`src/audio_port_pkg.sv`:
```
`default_nettype none
package audio_port_pkg;
  // ==========================================================
  // Register byte addresses
  localparam logic [31:0] PERIPHERAL_ID_OFFS        = 32'h01B4C000;
  localparam logic [31:0] PIN_FUNCTION_SELECT_OFFS  = 32'h01B4C010;
  localparam logic [31:0] PIN_DIRECTION_OFFS        = 32'h01B4C014;
  localparam logic [31:0] PIN_OUTPUT_VALUE_OFFS     = 32'h01B4C018;
  localparam logic [31:0] PIN_INPUT_OR_SET_OFFS     = 32'h01B4C01C;
  localparam logic [31:0] PIN_OUTPUT_CLEAR_OFFS     = 32'h01B4C020;
  localparam logic [31:0] GLOBAL_CONTROL_OFFS       = 32'h01B4C044;
  localparam logic [31:0] LOOPBACK_CONTROL_OFFS     = 32'h01B4C04C;
  localparam logic [31:0] RECEIVE_RESET_ALIAS_OFFS  = 32'h01B4C060;
  localparam logic [31:0] RECEIVE_BIT_MASK_OFFS     = 32'h01B4C064;
  localparam logic [31:0] RECEIVE_FORMAT_OFFS       = 32'h01B4C068;
  localparam logic [31:0] RECEIVE_SLOT_ENABLE_OFFS  = 32'h01B4C078;
  localparam logic [31:0] RECEIVE_STATUS_OFFS       = 32'h01B4C080;
  localparam logic [31:0] RECEIVE_CURRENT_SLOT_OFFS = 32'h01B4C084;
  localparam logic [31:0] TRANSMIT_RESET_ALIAS_OFFS = 32'h01B4C0A0;
  localparam logic [31:0] TRANSMIT_BIT_MASK_OFFS    = 32'h01B4C0A4;
  localparam logic [31:0] TRANSMIT_FORMAT_OFFS      = 32'h01B4C0A8;
  localparam logic [31:0] TRANSMIT_SLOT_ENABLE_OFFS = 32'h01B4C0B8;
  localparam logic [31:0] TRANSMIT_STATUS_OFFS      = 32'h01B4C0C0;
  localparam logic [31:0] TRANSMIT_CURRENT_SLOT_OFFS = 32'h01B4C0C4;
  localparam logic [31:0] IRQ_STATUS_OFFS           = 32'h01B4C0D0;
  localparam logic [31:0] IRQ_ENABLE_OFFS           = 32'h01B4C0D4;
  localparam logic [31:0] IRQ_CLEAR_OFFS            = 32'h01B4C0D8;
  localparam logic [31:0] TX_BUFFER_BASE_OFFS       = 32'h01B4C200;
  localparam logic [31:0] RX_BUFFER_BASE_OFFS       = 32'h01B4C280;
  // Plain storage registers; index 1 is the mute control
  localparam int unsigned PLAIN_COUNT = 13;
  localparam int unsigned MUTE_IDX    = 1;
  localparam logic [31:0] PLAIN_OFFS [PLAIN_COUNT] = '{
    32'h01B4C004, 32'h01B4C048, 32'h01B4C050, 32'h01B4C06C, 32'h01B4C070,
    32'h01B4C074, 32'h01B4C07C, 32'h01B4C088, 32'h01B4C0AC, 32'h01B4C0B0,
    32'h01B4C0B4, 32'h01B4C0BC, 32'h01B4C0C8};
  // ==========================================================
  // Field positions and masks
  localparam int unsigned GBL_RX_RUN_BIT   = 0;
  localparam int unsigned GBL_TX_RUN_BIT   = 8;
  localparam int unsigned GBL_SYNC_BIT     = 16;
  localparam logic [31:0] GBL_WRITE_MASK   = 32'h00010101;
  localparam logic [31:0] RX_ALIAS_MASK    = 32'h00000001;
  localparam logic [31:0] TX_ALIAS_MASK    = 32'h00000100;
  localparam int unsigned FMT_BURST_BIT    = 0;
  localparam int unsigned FMT_ENCODED_BIT  = 1;
  localparam int unsigned FMT_LAST_SLOT_LSB = 8;
  localparam logic [31:0] RX_FORMAT_WMASK  = 32'h00001F01;
  localparam logic [31:0] TX_FORMAT_WMASK  = 32'h00001F03;
  localparam int unsigned LOOPBACK_EN_BIT  = 0;
  localparam int unsigned MUTE_EN_BIT      = 0;
  localparam int unsigned IRQ_RX_WORD_BIT  = 0;
  localparam int unsigned IRQ_TX_REQ_BIT   = 1;
  localparam logic [31:0] CFG_RESET        = 32'h00000000;
  localparam logic [31:0] BIT_MASK_RESET   = 32'hFFFFFFFF;
  // ==========================================================
  // Per-direction configuration
  typedef struct packed {
    logic [31:0] bit_mask;
    logic [31:0] format;
    logic [31:0] slot_enable;
  } dir_cfg_s;
endpackage : audio_port_pkg
`default_nettype wire

```
`src/audio_serial_port.sv`:
```
`default_nettype none
// Contract
// - Transmit and receive run on their own bit clock and frame sync, or receive follows transmit.
// - Every serial data pin can be a transmit serializer, a receive serializer or GPIO.
// - Transmit sends plain TDM or biphase encoded audio, chosen by the transmit format.
// - Receive accepts TDM only; the encoded mode cannot be enabled for it.
// - All transmit serializers share one format and all receive serializers share another.
// - Both directions offer a burst mode in which each frame sync moves one single word.
// - Any pin not used for serial transfers works as a fully controlled GPIO.
// - The shared pin data word reads pin input levels and a write sets output bits.
// - The receive alias exposes only receiver reset bits of the global control.
// - The transmit alias exposes only transmitter reset bits of the global control.
// - Each direction has a slot enable mask picking which TDM slots take part.
// - Each direction reports its current TDM slot in a readable register.
// - A loop-back control routes transmit data into the receiver internally.
module audio_serial_port #(
  parameter int unsigned PINS      = 8,
  parameter int unsigned WORD_BITS = 32,
  parameter logic [31:0] PERIPHERAL_ID = 32'h00A5_0001  // Arbitrary identity value
) (
  input  wire logic              clk_i,
  input  wire logic              arst_n_i,
  input  wire logic [31:0]       addr_i,
  input  wire logic [31:0]       wdata_i,
  input  wire logic              write_i,
  input  wire logic              read_i,
  output var  logic [31:0]       rdata_o,
  input  wire logic              tx_bit_clk_i,
  input  wire logic              tx_frame_sync_i,
  input  wire logic              rx_bit_clk_i,
  input  wire logic              rx_frame_sync_i,
  input  wire logic [PINS-1:0]   serial_data_pin_i,
  output var  logic [PINS-1:0]   serial_data_pin_o,
  output var  logic [PINS-1:0]   serial_data_pin_oe_n_o,
  output var  logic              irq_o
);
  import audio_port_pkg::*;

  localparam int unsigned BIT_W = $clog2(WORD_BITS);
  localparam logic [BIT_W-1:0] LAST_BIT = BIT_W'(WORD_BITS - 1);

  // ==========================================================
  // State
  logic [PINS+3:0]  meta, stable, stable_d;
  logic [PINS-1:0]  pin_function_select, pin_direction, pin_output_value;
  logic [31:0]      global_control, loopback_control, irq_enable;
  logic [31:0]      plain [PLAIN_COUNT];
  logic [31:0]      tx_buf [PINS];
  logic [31:0]      rx_buf [PINS];
  logic [WORD_BITS-1:0] rx_shift [PINS];
  dir_cfg_s         tx_cfg, rx_cfg;
  logic [1:0]       irq_status;
  logic [PINS-1:0]  tx_line, tx_bit_val, rx_din, is_tx, is_rx, pin_in;
  logic             tx_active, rx_active;
  logic [BIT_W-1:0] tx_bit, rx_bit;
  logic [4:0]       tx_slot, rx_slot, tx_last_slot, rx_last_slot;
  logic             tx_rise, tx_fall, tx_fs, rx_rise, rx_fs, use_tx_clk, loop_en;
  logic             tx_slot_on, rx_slot_on, tx_word_end, rx_word_end;
  logic             tx_req_evt, rx_word_evt, tx_run, rx_run, mute;
  logic [31:0]      rd_val;
  logic [1:0]       irq_clr;

  // ==========================================================
  // Link synchronisers; only stable and stable_d are looked at
  always_ff @(posedge clk_i or negedge arst_n_i)
  begin
    if (!arst_n_i)
    begin
      meta     <= '0;
      stable   <= '0;
      stable_d <= '0;
    end
    else
    begin
      meta     <= {serial_data_pin_i, rx_frame_sync_i, rx_bit_clk_i,
                   tx_frame_sync_i, tx_bit_clk_i};
      stable   <= meta;
      stable_d <= stable;
    end
  end

  // Edge detection and clock source choice
  always_comb
  begin
    loop_en    = loopback_control[LOOPBACK_EN_BIT];
    use_tx_clk = global_control[GBL_SYNC_BIT] | loop_en;
    tx_run     = global_control[GBL_TX_RUN_BIT];
    rx_run     = global_control[GBL_RX_RUN_BIT];
    mute       = plain[MUTE_IDX][MUTE_EN_BIT];
    tx_rise    = stable[0] & ~stable_d[0];
    tx_fall    = ~stable[0] & stable_d[0];
    tx_fs      = stable[1];
    rx_rise    = use_tx_clk ? tx_rise : (stable[2] & ~stable_d[2]);
    rx_fs      = use_tx_clk ? stable[1] : stable[3];
    pin_in     = stable[PINS+3:4];
    is_tx      = ~pin_function_select & pin_direction;
    is_rx      = ~pin_function_select & ~pin_direction;
    // Burst mode makes every frame exactly one slot long
    tx_last_slot = tx_cfg.format[FMT_BURST_BIT] ? 5'h0
                   : tx_cfg.format[FMT_LAST_SLOT_LSB +: 5];
    rx_last_slot = rx_cfg.format[FMT_BURST_BIT] ? 5'h0
                   : rx_cfg.format[FMT_LAST_SLOT_LSB +: 5];
    tx_slot_on = tx_cfg.format[FMT_BURST_BIT] | tx_cfg.slot_enable[tx_slot];
    rx_slot_on = rx_cfg.format[FMT_BURST_BIT] | rx_cfg.slot_enable[rx_slot];
    tx_word_end = tx_run & tx_rise & ~tx_fs & tx_active & (tx_bit == LAST_BIT);
    rx_word_end = rx_run & rx_rise & ~rx_fs & rx_active & (rx_bit == LAST_BIT);
    tx_req_evt  = tx_word_end & tx_slot_on;
    rx_word_evt = rx_word_end & rx_slot_on;
    for (int i = 0; i < PINS; i++)
    begin
      // One shared transmit format for every serializer
      tx_bit_val[i] = tx_buf[i][LAST_BIT - tx_bit] & tx_cfg.bit_mask[LAST_BIT - tx_bit]
                      & tx_slot_on & ~mute;
      // Loop-back pairs each pin with its neighbour, so PINS must be even
      rx_din[i] = loop_en ? tx_line[i ^ 1] : pin_in[i];
    end
  end

  // ==========================================================
  // Transmit bit and slot counters; frame sync is taken on a rising edge
  always_ff @(posedge clk_i or negedge arst_n_i)
  begin
    if (!arst_n_i)
    begin
      tx_active <= 1'b0;
      tx_bit    <= '0;
      tx_slot   <= 5'h0;
    end
    else if (!tx_run)
    begin
      tx_active <= 1'b0;
      tx_bit    <= '0;
      tx_slot   <= 5'h0;
    end
    else if (tx_rise)
    begin
      if (tx_fs)
      begin
        tx_active <= 1'b1;
        tx_bit    <= '0;
        tx_slot   <= 5'h0;
      end
      else if (tx_word_end)
      begin
        tx_bit <= '0;
        if (tx_slot == tx_last_slot)
          tx_active <= 1'b0;
        else
          tx_slot <= tx_slot + 5'h1;
      end
      else if (tx_active)
        tx_bit <= tx_bit + BIT_W'(1);
    end
  end

  // Plain TDM transmit lines change on the falling edge so the far end samples on the rising one
  always_ff @(posedge clk_i or negedge arst_n_i)
  begin
    if (!arst_n_i)
      tx_line <= '0;
    else if (!tx_run)
      tx_line <= '0;
    else if (tx_cfg.format[FMT_ENCODED_BIT])
    begin
      // Biphase mark: toggle on each bit boundary, again mid-bit for a one
      if (tx_rise & (tx_active | tx_fs))
        tx_line <= ~tx_line;
      else if (tx_fall & tx_active)
        tx_line <= tx_line ^ tx_bit_val;
    end
    else if (tx_fall)
      tx_line <= tx_active ? tx_bit_val : '0;
  end

  // ==========================================================
  // Receive counters and shifters; receive clocks may follow transmit
  always_ff @(posedge clk_i or negedge arst_n_i)
  begin
    if (!arst_n_i)
    begin
      rx_active <= 1'b0;
      rx_bit    <= '0;
      rx_slot   <= 5'h0;
    end
    else if (!rx_run)
    begin
      rx_active <= 1'b0;
      rx_bit    <= '0;
      rx_slot   <= 5'h0;
    end
    else if (rx_rise)
    begin
      if (rx_fs)
      begin
        rx_active <= 1'b1;
        rx_bit    <= '0;
        rx_slot   <= 5'h0;
      end
      else if (rx_word_end)
      begin
        rx_bit <= '0;
        if (rx_slot == rx_last_slot)
          rx_active <= 1'b0;
        else
          rx_slot <= rx_slot + 5'h1;
      end
      else if (rx_active)
        rx_bit <= rx_bit + BIT_W'(1);
    end
  end

  // Completed words land in the receive buffers through the shared mask
  always_ff @(posedge clk_i or negedge arst_n_i)
  begin
    if (!arst_n_i)
    begin
      for (int i = 0; i < PINS; i++)
      begin
        rx_shift[i] <= '0;
        rx_buf[i]   <= CFG_RESET;
      end
    end
    else if (rx_run & rx_rise & ~rx_fs & rx_active)
    begin
      for (int i = 0; i < PINS; i++)
      begin
        rx_shift[i] <= {rx_shift[i][WORD_BITS-2:0], rx_din[i]};
        if (rx_word_evt & is_rx[i])
          rx_buf[i] <= 32'({rx_shift[i][WORD_BITS-2:0], rx_din[i]})
                       & rx_cfg.bit_mask;
      end
    end
  end

  // ==========================================================
  // Register writes
  always_ff @(posedge clk_i or negedge arst_n_i)
  begin
    if (!arst_n_i)
    begin
      pin_function_select <= '0;
      pin_direction       <= '0;
      global_control      <= CFG_RESET;
      loopback_control    <= CFG_RESET;
      irq_enable          <= CFG_RESET;
      tx_cfg              <= '{BIT_MASK_RESET, CFG_RESET, CFG_RESET};
      rx_cfg              <= '{BIT_MASK_RESET, CFG_RESET, CFG_RESET};
      for (int i = 0; i < PLAIN_COUNT; i++)
        plain[i] <= CFG_RESET;
      for (int i = 0; i < PINS; i++)
        tx_buf[i] <= CFG_RESET;
    end
    else if (write_i)
    begin
      unique case (addr_i)
        PIN_FUNCTION_SELECT_OFFS:  pin_function_select <= wdata_i[PINS-1:0];
        PIN_DIRECTION_OFFS:        pin_direction <= wdata_i[PINS-1:0];
        GLOBAL_CONTROL_OFFS:       global_control <= wdata_i & GBL_WRITE_MASK;
        RECEIVE_RESET_ALIAS_OFFS:
          global_control <= (global_control & ~RX_ALIAS_MASK)
                            | (wdata_i & RX_ALIAS_MASK);
        TRANSMIT_RESET_ALIAS_OFFS:
          global_control <= (global_control & ~TX_ALIAS_MASK)
                            | (wdata_i & TX_ALIAS_MASK);
        LOOPBACK_CONTROL_OFFS:     loopback_control <= wdata_i;
        IRQ_ENABLE_OFFS:           irq_enable <= wdata_i;
        RECEIVE_BIT_MASK_OFFS:     rx_cfg.bit_mask <= wdata_i;
        RECEIVE_FORMAT_OFFS:       rx_cfg.format <= wdata_i & RX_FORMAT_WMASK;
        RECEIVE_SLOT_ENABLE_OFFS:  rx_cfg.slot_enable <= wdata_i;
        TRANSMIT_BIT_MASK_OFFS:    tx_cfg.bit_mask <= wdata_i;
        TRANSMIT_FORMAT_OFFS:      tx_cfg.format <= wdata_i & TX_FORMAT_WMASK;
        TRANSMIT_SLOT_ENABLE_OFFS: tx_cfg.slot_enable <= wdata_i;
        default:
        begin
          for (int i = 0; i < PLAIN_COUNT; i++)
            if (addr_i == PLAIN_OFFS[i])
              plain[i] <= wdata_i;
          for (int i = 0; i < PINS; i++)
            if (addr_i == TX_BUFFER_BASE_OFFS + 32'(4 * i))
              tx_buf[i] <= wdata_i;
        end
      endcase
    end
  end

  // GPIO output value; set and clear words touch only the selected bits
  always_ff @(posedge clk_i or negedge arst_n_i)
  begin
    if (!arst_n_i)
      pin_output_value <= '0;
    else if (write_i && addr_i == PIN_OUTPUT_VALUE_OFFS)
      pin_output_value <= wdata_i[PINS-1:0];
    else if (write_i && addr_i == PIN_INPUT_OR_SET_OFFS)
      pin_output_value <= pin_output_value | wdata_i[PINS-1:0];
    else if (write_i && addr_i == PIN_OUTPUT_CLEAR_OFFS)
      pin_output_value <= pin_output_value & ~wdata_i[PINS-1:0];
  end

  // Sticky events; a new event beats a clear in the same cycle
  assign irq_clr = (write_i && addr_i == IRQ_CLEAR_OFFS) ? wdata_i[1:0] : 2'h0;

  always_ff @(posedge clk_i or negedge arst_n_i)
  begin
    if (!arst_n_i)
    begin
      irq_status <= 2'h0;
      irq_o      <= 1'b0;
    end
    else
    begin
      irq_status <= (irq_status & ~irq_clr) | {tx_req_evt, rx_word_evt};
      irq_o      <= |(irq_status & irq_enable[1:0]);
    end
  end

  // ==========================================================
  // Read decode; unmapped addresses read as zero
  always_comb
  begin
    rd_val = 32'h0;
    unique case (addr_i)
      PERIPHERAL_ID_OFFS:        rd_val = PERIPHERAL_ID;
      PIN_FUNCTION_SELECT_OFFS:  rd_val = 32'(pin_function_select);
      PIN_DIRECTION_OFFS:        rd_val = 32'(pin_direction);
      PIN_OUTPUT_VALUE_OFFS:     rd_val = 32'(pin_output_value);
      PIN_INPUT_OR_SET_OFFS:     rd_val = 32'(pin_in);
      GLOBAL_CONTROL_OFFS:       rd_val = global_control;
      RECEIVE_RESET_ALIAS_OFFS:  rd_val = global_control & RX_ALIAS_MASK;
      TRANSMIT_RESET_ALIAS_OFFS: rd_val = global_control & TX_ALIAS_MASK;
      LOOPBACK_CONTROL_OFFS:     rd_val = loopback_control;
      IRQ_STATUS_OFFS:           rd_val = 32'(irq_status);
      IRQ_ENABLE_OFFS:           rd_val = irq_enable;
      RECEIVE_BIT_MASK_OFFS:     rd_val = rx_cfg.bit_mask;
      RECEIVE_FORMAT_OFFS:       rd_val = rx_cfg.format;
      RECEIVE_SLOT_ENABLE_OFFS:  rd_val = rx_cfg.slot_enable;
      RECEIVE_STATUS_OFFS:       rd_val = {30'h0, rx_active, irq_status[IRQ_RX_WORD_BIT]};
      RECEIVE_CURRENT_SLOT_OFFS: rd_val = 32'(rx_slot);
      TRANSMIT_BIT_MASK_OFFS:    rd_val = tx_cfg.bit_mask;
      TRANSMIT_FORMAT_OFFS:      rd_val = tx_cfg.format;
      TRANSMIT_SLOT_ENABLE_OFFS: rd_val = tx_cfg.slot_enable;
      TRANSMIT_STATUS_OFFS:      rd_val = {30'h0, tx_active, irq_status[IRQ_TX_REQ_BIT]};
      TRANSMIT_CURRENT_SLOT_OFFS: rd_val = 32'(tx_slot);
      default:
      begin
        for (int i = 0; i < PLAIN_COUNT; i++)
          if (addr_i == PLAIN_OFFS[i])
            rd_val = plain[i];
        for (int i = 0; i < PINS; i++)
        begin
          if (addr_i == TX_BUFFER_BASE_OFFS + 32'(4 * i))
            rd_val = tx_buf[i];
          if (addr_i == RX_BUFFER_BASE_OFFS + 32'(4 * i))
            rd_val = rx_buf[i];
        end
      end
    endcase
  end

  // Read data stand for exactly one cycle after the strobe
  always_ff @(posedge clk_i or negedge arst_n_i)
  begin
    if (!arst_n_i)
      rdata_o <= 32'h0;
    else
      rdata_o <= read_i ? rd_val : 32'h0;
  end

  // Pin drivers: GPIO, transmit serializer or receive (released)
  always_ff @(posedge clk_i or negedge arst_n_i)
  begin
    if (!arst_n_i)
    begin
      serial_data_pin_o      <= '0;
      serial_data_pin_oe_n_o <= '1;
    end
    else
    begin
      for (int i = 0; i < PINS; i++)
      begin
        if (pin_function_select[i])
        begin
          serial_data_pin_o[i]      <= pin_output_value[i];
          serial_data_pin_oe_n_o[i] <= ~pin_direction[i];
        end
        else
        begin
          serial_data_pin_o[i]      <= is_tx[i] & tx_line[i];
          serial_data_pin_oe_n_o[i] <= ~(is_tx[i] & tx_run);
        end
      end
    end
  end
endmodule : audio_serial_port
`default_nettype wire

```
`config.mk`:
```
export PLATFORM = sky130hd
export DESIGN_NAME = audio_serial_port
export DESIGN_NICKNAME = d
export VERILOG_FILES = /design/src/audio_port_pkg.sv /design/src/audio_serial_port.sv
export SDC_FILE = /design/constraint.sdc
export NUM_CORES = 2
export LEC_CHECK = 0
export BUFFER_PORTS_ARGS = -buffer_cell sky130_fd_sc_hd__buf_2
export CAP_MARGIN = 20
export CORE_MARGIN = 10
export CORE_UTILIZATION = 44
export DETAILED_ROUTE_END_ITERATION = 8
export SYNTH_ARGS = -nofsm -noshare
export SYNTH_HDL_FRONTEND = slang
export SYNTH_SLANG_ARGS = --single-unit
```
`constraint.sdc`:
```
create_clock -name clk_i -period 3.5 [get_ports clk_i]
set_clock_uncertainty 0.1 [all_clocks]
set_input_delay 0.35 -clock clk_i [delete_from_list [all_inputs] [get_ports clk_i]]
set_output_delay 0.35 -clock clk_i [all_outputs]
set_load 0.05 [all_outputs]
```
==> flow_summary.ini <==
[detailed_routing]
final_antenna_net_count = 0
wl_mm = 305
vias_per_cell = 6.32
drt-pass1-iter-count = 9
post-route-drc-count = 0
wl_per_cell_um = 32.5
drt_iter0_markers = 8633
via_count = 59225

[placement]
numPlacedInstances = 9029
numPortBuffers = 128
hpwl_mm = 220
place.gp.congestion = 1.03

[timing]
worst_pin_slew_ns = 1.24
tns_ns = -0.0224
setup_ws_ns = -0.0224
fmax_mhz = 284
min_period_ns = 3.52
holdWs_ns = -0.00469
rsz0062_at_grt = false
hold_viol = 1
drv_slew = 0
finalCritPeriodShare = 1.01
slew_headroom = 0.174
setup_viol = 1

[layout]
nFillCells = 14154
multiInputGateArea_um2 = 30300
drive_gt1_frac = 0.324
final_cells = 9375
seqCellArea_um2 = 38700
area_growth_syn_to_layout_pct = 21.0
nets = 7156

[run]
max-cap-violations = 0

[global_routing]
grt_pass1_wl_mm = 434
grt_usage = 0.333
grt_pass1_vias = 58091
grt_max_degree = 114
antenna_found_initial = 18
gr-total-overflow = 0

[logic_synthesis]
synth_nets = 6580
syn_avg_cell_area_um2 = 10.9
synthArstFlopShare = 1.00
yosysWarnings = 0
yosysUniqueCellTypes = 95
synth_seq_cells = 1544
synth-seq-area-share = 0.545
synth-edff-count = 0
ys.flop_type = dfrtp_1
synth_area_um2 = 71100
synthCells = 6494

[critical_path]
rr_worst_depth = 9
critPathKind = input port to flip-flop
crit_arrival_ns = 4.15
reg2reg_setup_slack_ns = 0.03
reg2reg_from = rx_slot[0]
end_kind = flip-flop
rr_endpoint = rx_buf[147]
required_ns = 4.13
worstPathMaxFanout = 7
critPathLaunchType = input port

[die]
fp.dieArea_um2 = 178000
core_um2 = 161000
die_w_um = 422
start_util = 0.443
row_count = 147
ios = 129
die_y_um = 422

[clock_tree]
clk_pin_slew_ns = 0.06
cts.sinks = 1544
cts_made_buffers = 169
clockBufferDepth = 3
tritoncts = built
clock_latency_ns = 0.84
h-tree-depth = 4
cts-root-buf = clkbuf_16

[outcome]
status = complete, but fails checks
violations = negative hold slack, negative setup slack

[pwr]
powerDensity_nw_per_um2 = 436
p_leak_nw = 40.9
peakVddDrop_mv = 0.541
finalPower_mw = 37.5

[worst_hold_path]
hp-class = input port to async pin
-- flip-flops by register name, indices dropped and copies added (netlist names), 70 cells and up, named ones only --
signal	flops
rx_cfg	70
plain	415
rx_buf	256
tx_buf	256
rx_shift	248
tx_cfg	71
-- report_power, final --
part	switching [mW]	leakage [nW]	internal (mW)
combinational	0.924	16.9	0.240
clock	7.76	2.81	10.7
sequential	0.0100	21.2	17.9
total	8.70	40.9	28.8
-- what timing repair did --
action / 4_1_cts / 5_1_grt
hold endpoints to repair: 591 / 7
setup buffers: 0 / 0
gates resized for setup: 0 / 4
hold buffers: 26 / 1
setup endpoints to repair: 0 / 5
-- worst max-delay path by stage --
stage / from / end / slack, ns / cells past startpoint
final: addr_i[18] / rdata_o[28] / -0.02 / 17
after detailed placement: addr_i[18] / rdata_o[28] / -0.67 / 17
after global placement: addr_i[18] / rdata_o[28] / -0.70 / 17
after global routing: tx_bit[1] / tx_line[1] / 0.004 / 10
after floorplan: tx_bit[0] / tx_line[6] / 0.35 / 11
after CTS: tx_bit[1] / tx_line[5] / 0.04 / 10
-- through the flow --
step	worst slack [ns]	utilization	area, µm²
final	-0.0224	0.536	86000
after CTS	0.0384	0.535	85900
after floorplan	0.351	-	71100
after global placement	-0.696	0.498	79900
after global routing	0.00379	0.535	86000
after detailed placement	-0.668	0.498	79900
-- critical path: stages --
cell and delay [ns]:
buf_2 0.09, and4b_1 0.21, and4_2 0.30, buf_4 0.17, nand2_1 0.13, buf_12 0.15, buf_4 0.12, nor3_2 0.05
buf_4 0.17, buf_12 0.12, nor2_1 0.54, o21ai_0 0.19, buf_4 0.20, or4_1 0.41, a21oi_1 0.46, o31ai_1 0.20
a31oi_1 0.26
-- cells by family (layout without fill, tap and decap cells) --
logic type	after synthesis	in the layout	share of synthesized area
other	0	9	0
and+or+nand+nor	2133	2133	0.127
adders and majority gates	6	6	0.00106
xor gates and xnor gates	13	13	0.00160
buffers and inverters	552	1264	0.0332
muxes	997	997	0.175
DFF	1544	1544	0.545
AOI/OAI and AO/OA	1249	1249	0.118
-- cells in the final DEF, fill, tap and decap left out, drive strengths merged, types with 72 or more instances in the layout --
cell    synthesis  routed
mux4          107     107
a21oi         167     167
dfrtp        1472    1472
mux2          878     878
a22oi         124     124
a221oi         97      97
clkbuf        306     250
o21ai         461     461
buf           230     913
dfstp          72      72
nand2        1577    1577
nor2          199     199
nand3          75      75
-- routing by layer --
| metal | routed length [µm] | track usage |
|---|---|---|
| met2 | 132000 | 0.493 |
| met4 | 21200 | 0.194 |
| met5 | 88 | 0 |
| met3 | 32500 | 0.0876 |
| met1 | 119000 | 0.440 |
-- cells in the mapped netlist (all sizes together), types with 23 or more instances --
| library cell | count | area share |
|---|---|---|
| a21oi | 167 | 0.012 |
| a221o | 40 | 0.0056 |
| a221oi | 97 | 0.012 |
| a222oi | 66 | 0.0093 |
| a22o | 32 | 0.0039 |
| a22oi | 124 | 0.013 |
| a31oi | 45 | 0.0040 |
| and2 | 39 | 0.0035 |
| buf | 230 | 0.016 |
| clkbuf | 306 | 0.016 |
| dfrtp | 1472 | 0.52 |
| dfstp | 72 | 0.027 |
| mux2 | 878 | 0.14 |
| mux4 | 107 | 0.034 |
| nand2 | 1577 | 0.083 |
| nand3 | 75 | 0.0053 |
| nand4 | 43 | 0.0038 |
| nor2 | 199 | 0.011 |
| nor3 | 60 | 0.0050 |
| o211ai | 23 | 0.0025 |
| o21ai | 461 | 0.033 |
| o221ai | 33 | 0.0043 |
| o22ai | 26 | 0.0024 |
-- layout make-up --
class                   count  area share
well taps                2160      0.0314
flip-flops and latches   1544       0.450
clock buffers             249      0.0580
repair buffers            941      0.0990
multi-input cells        4398       0.352
diodes                      9    0.000262
inverters                  16    0.000698
clock inverters            58     0.00834
(Power assumes the default switching activity.)
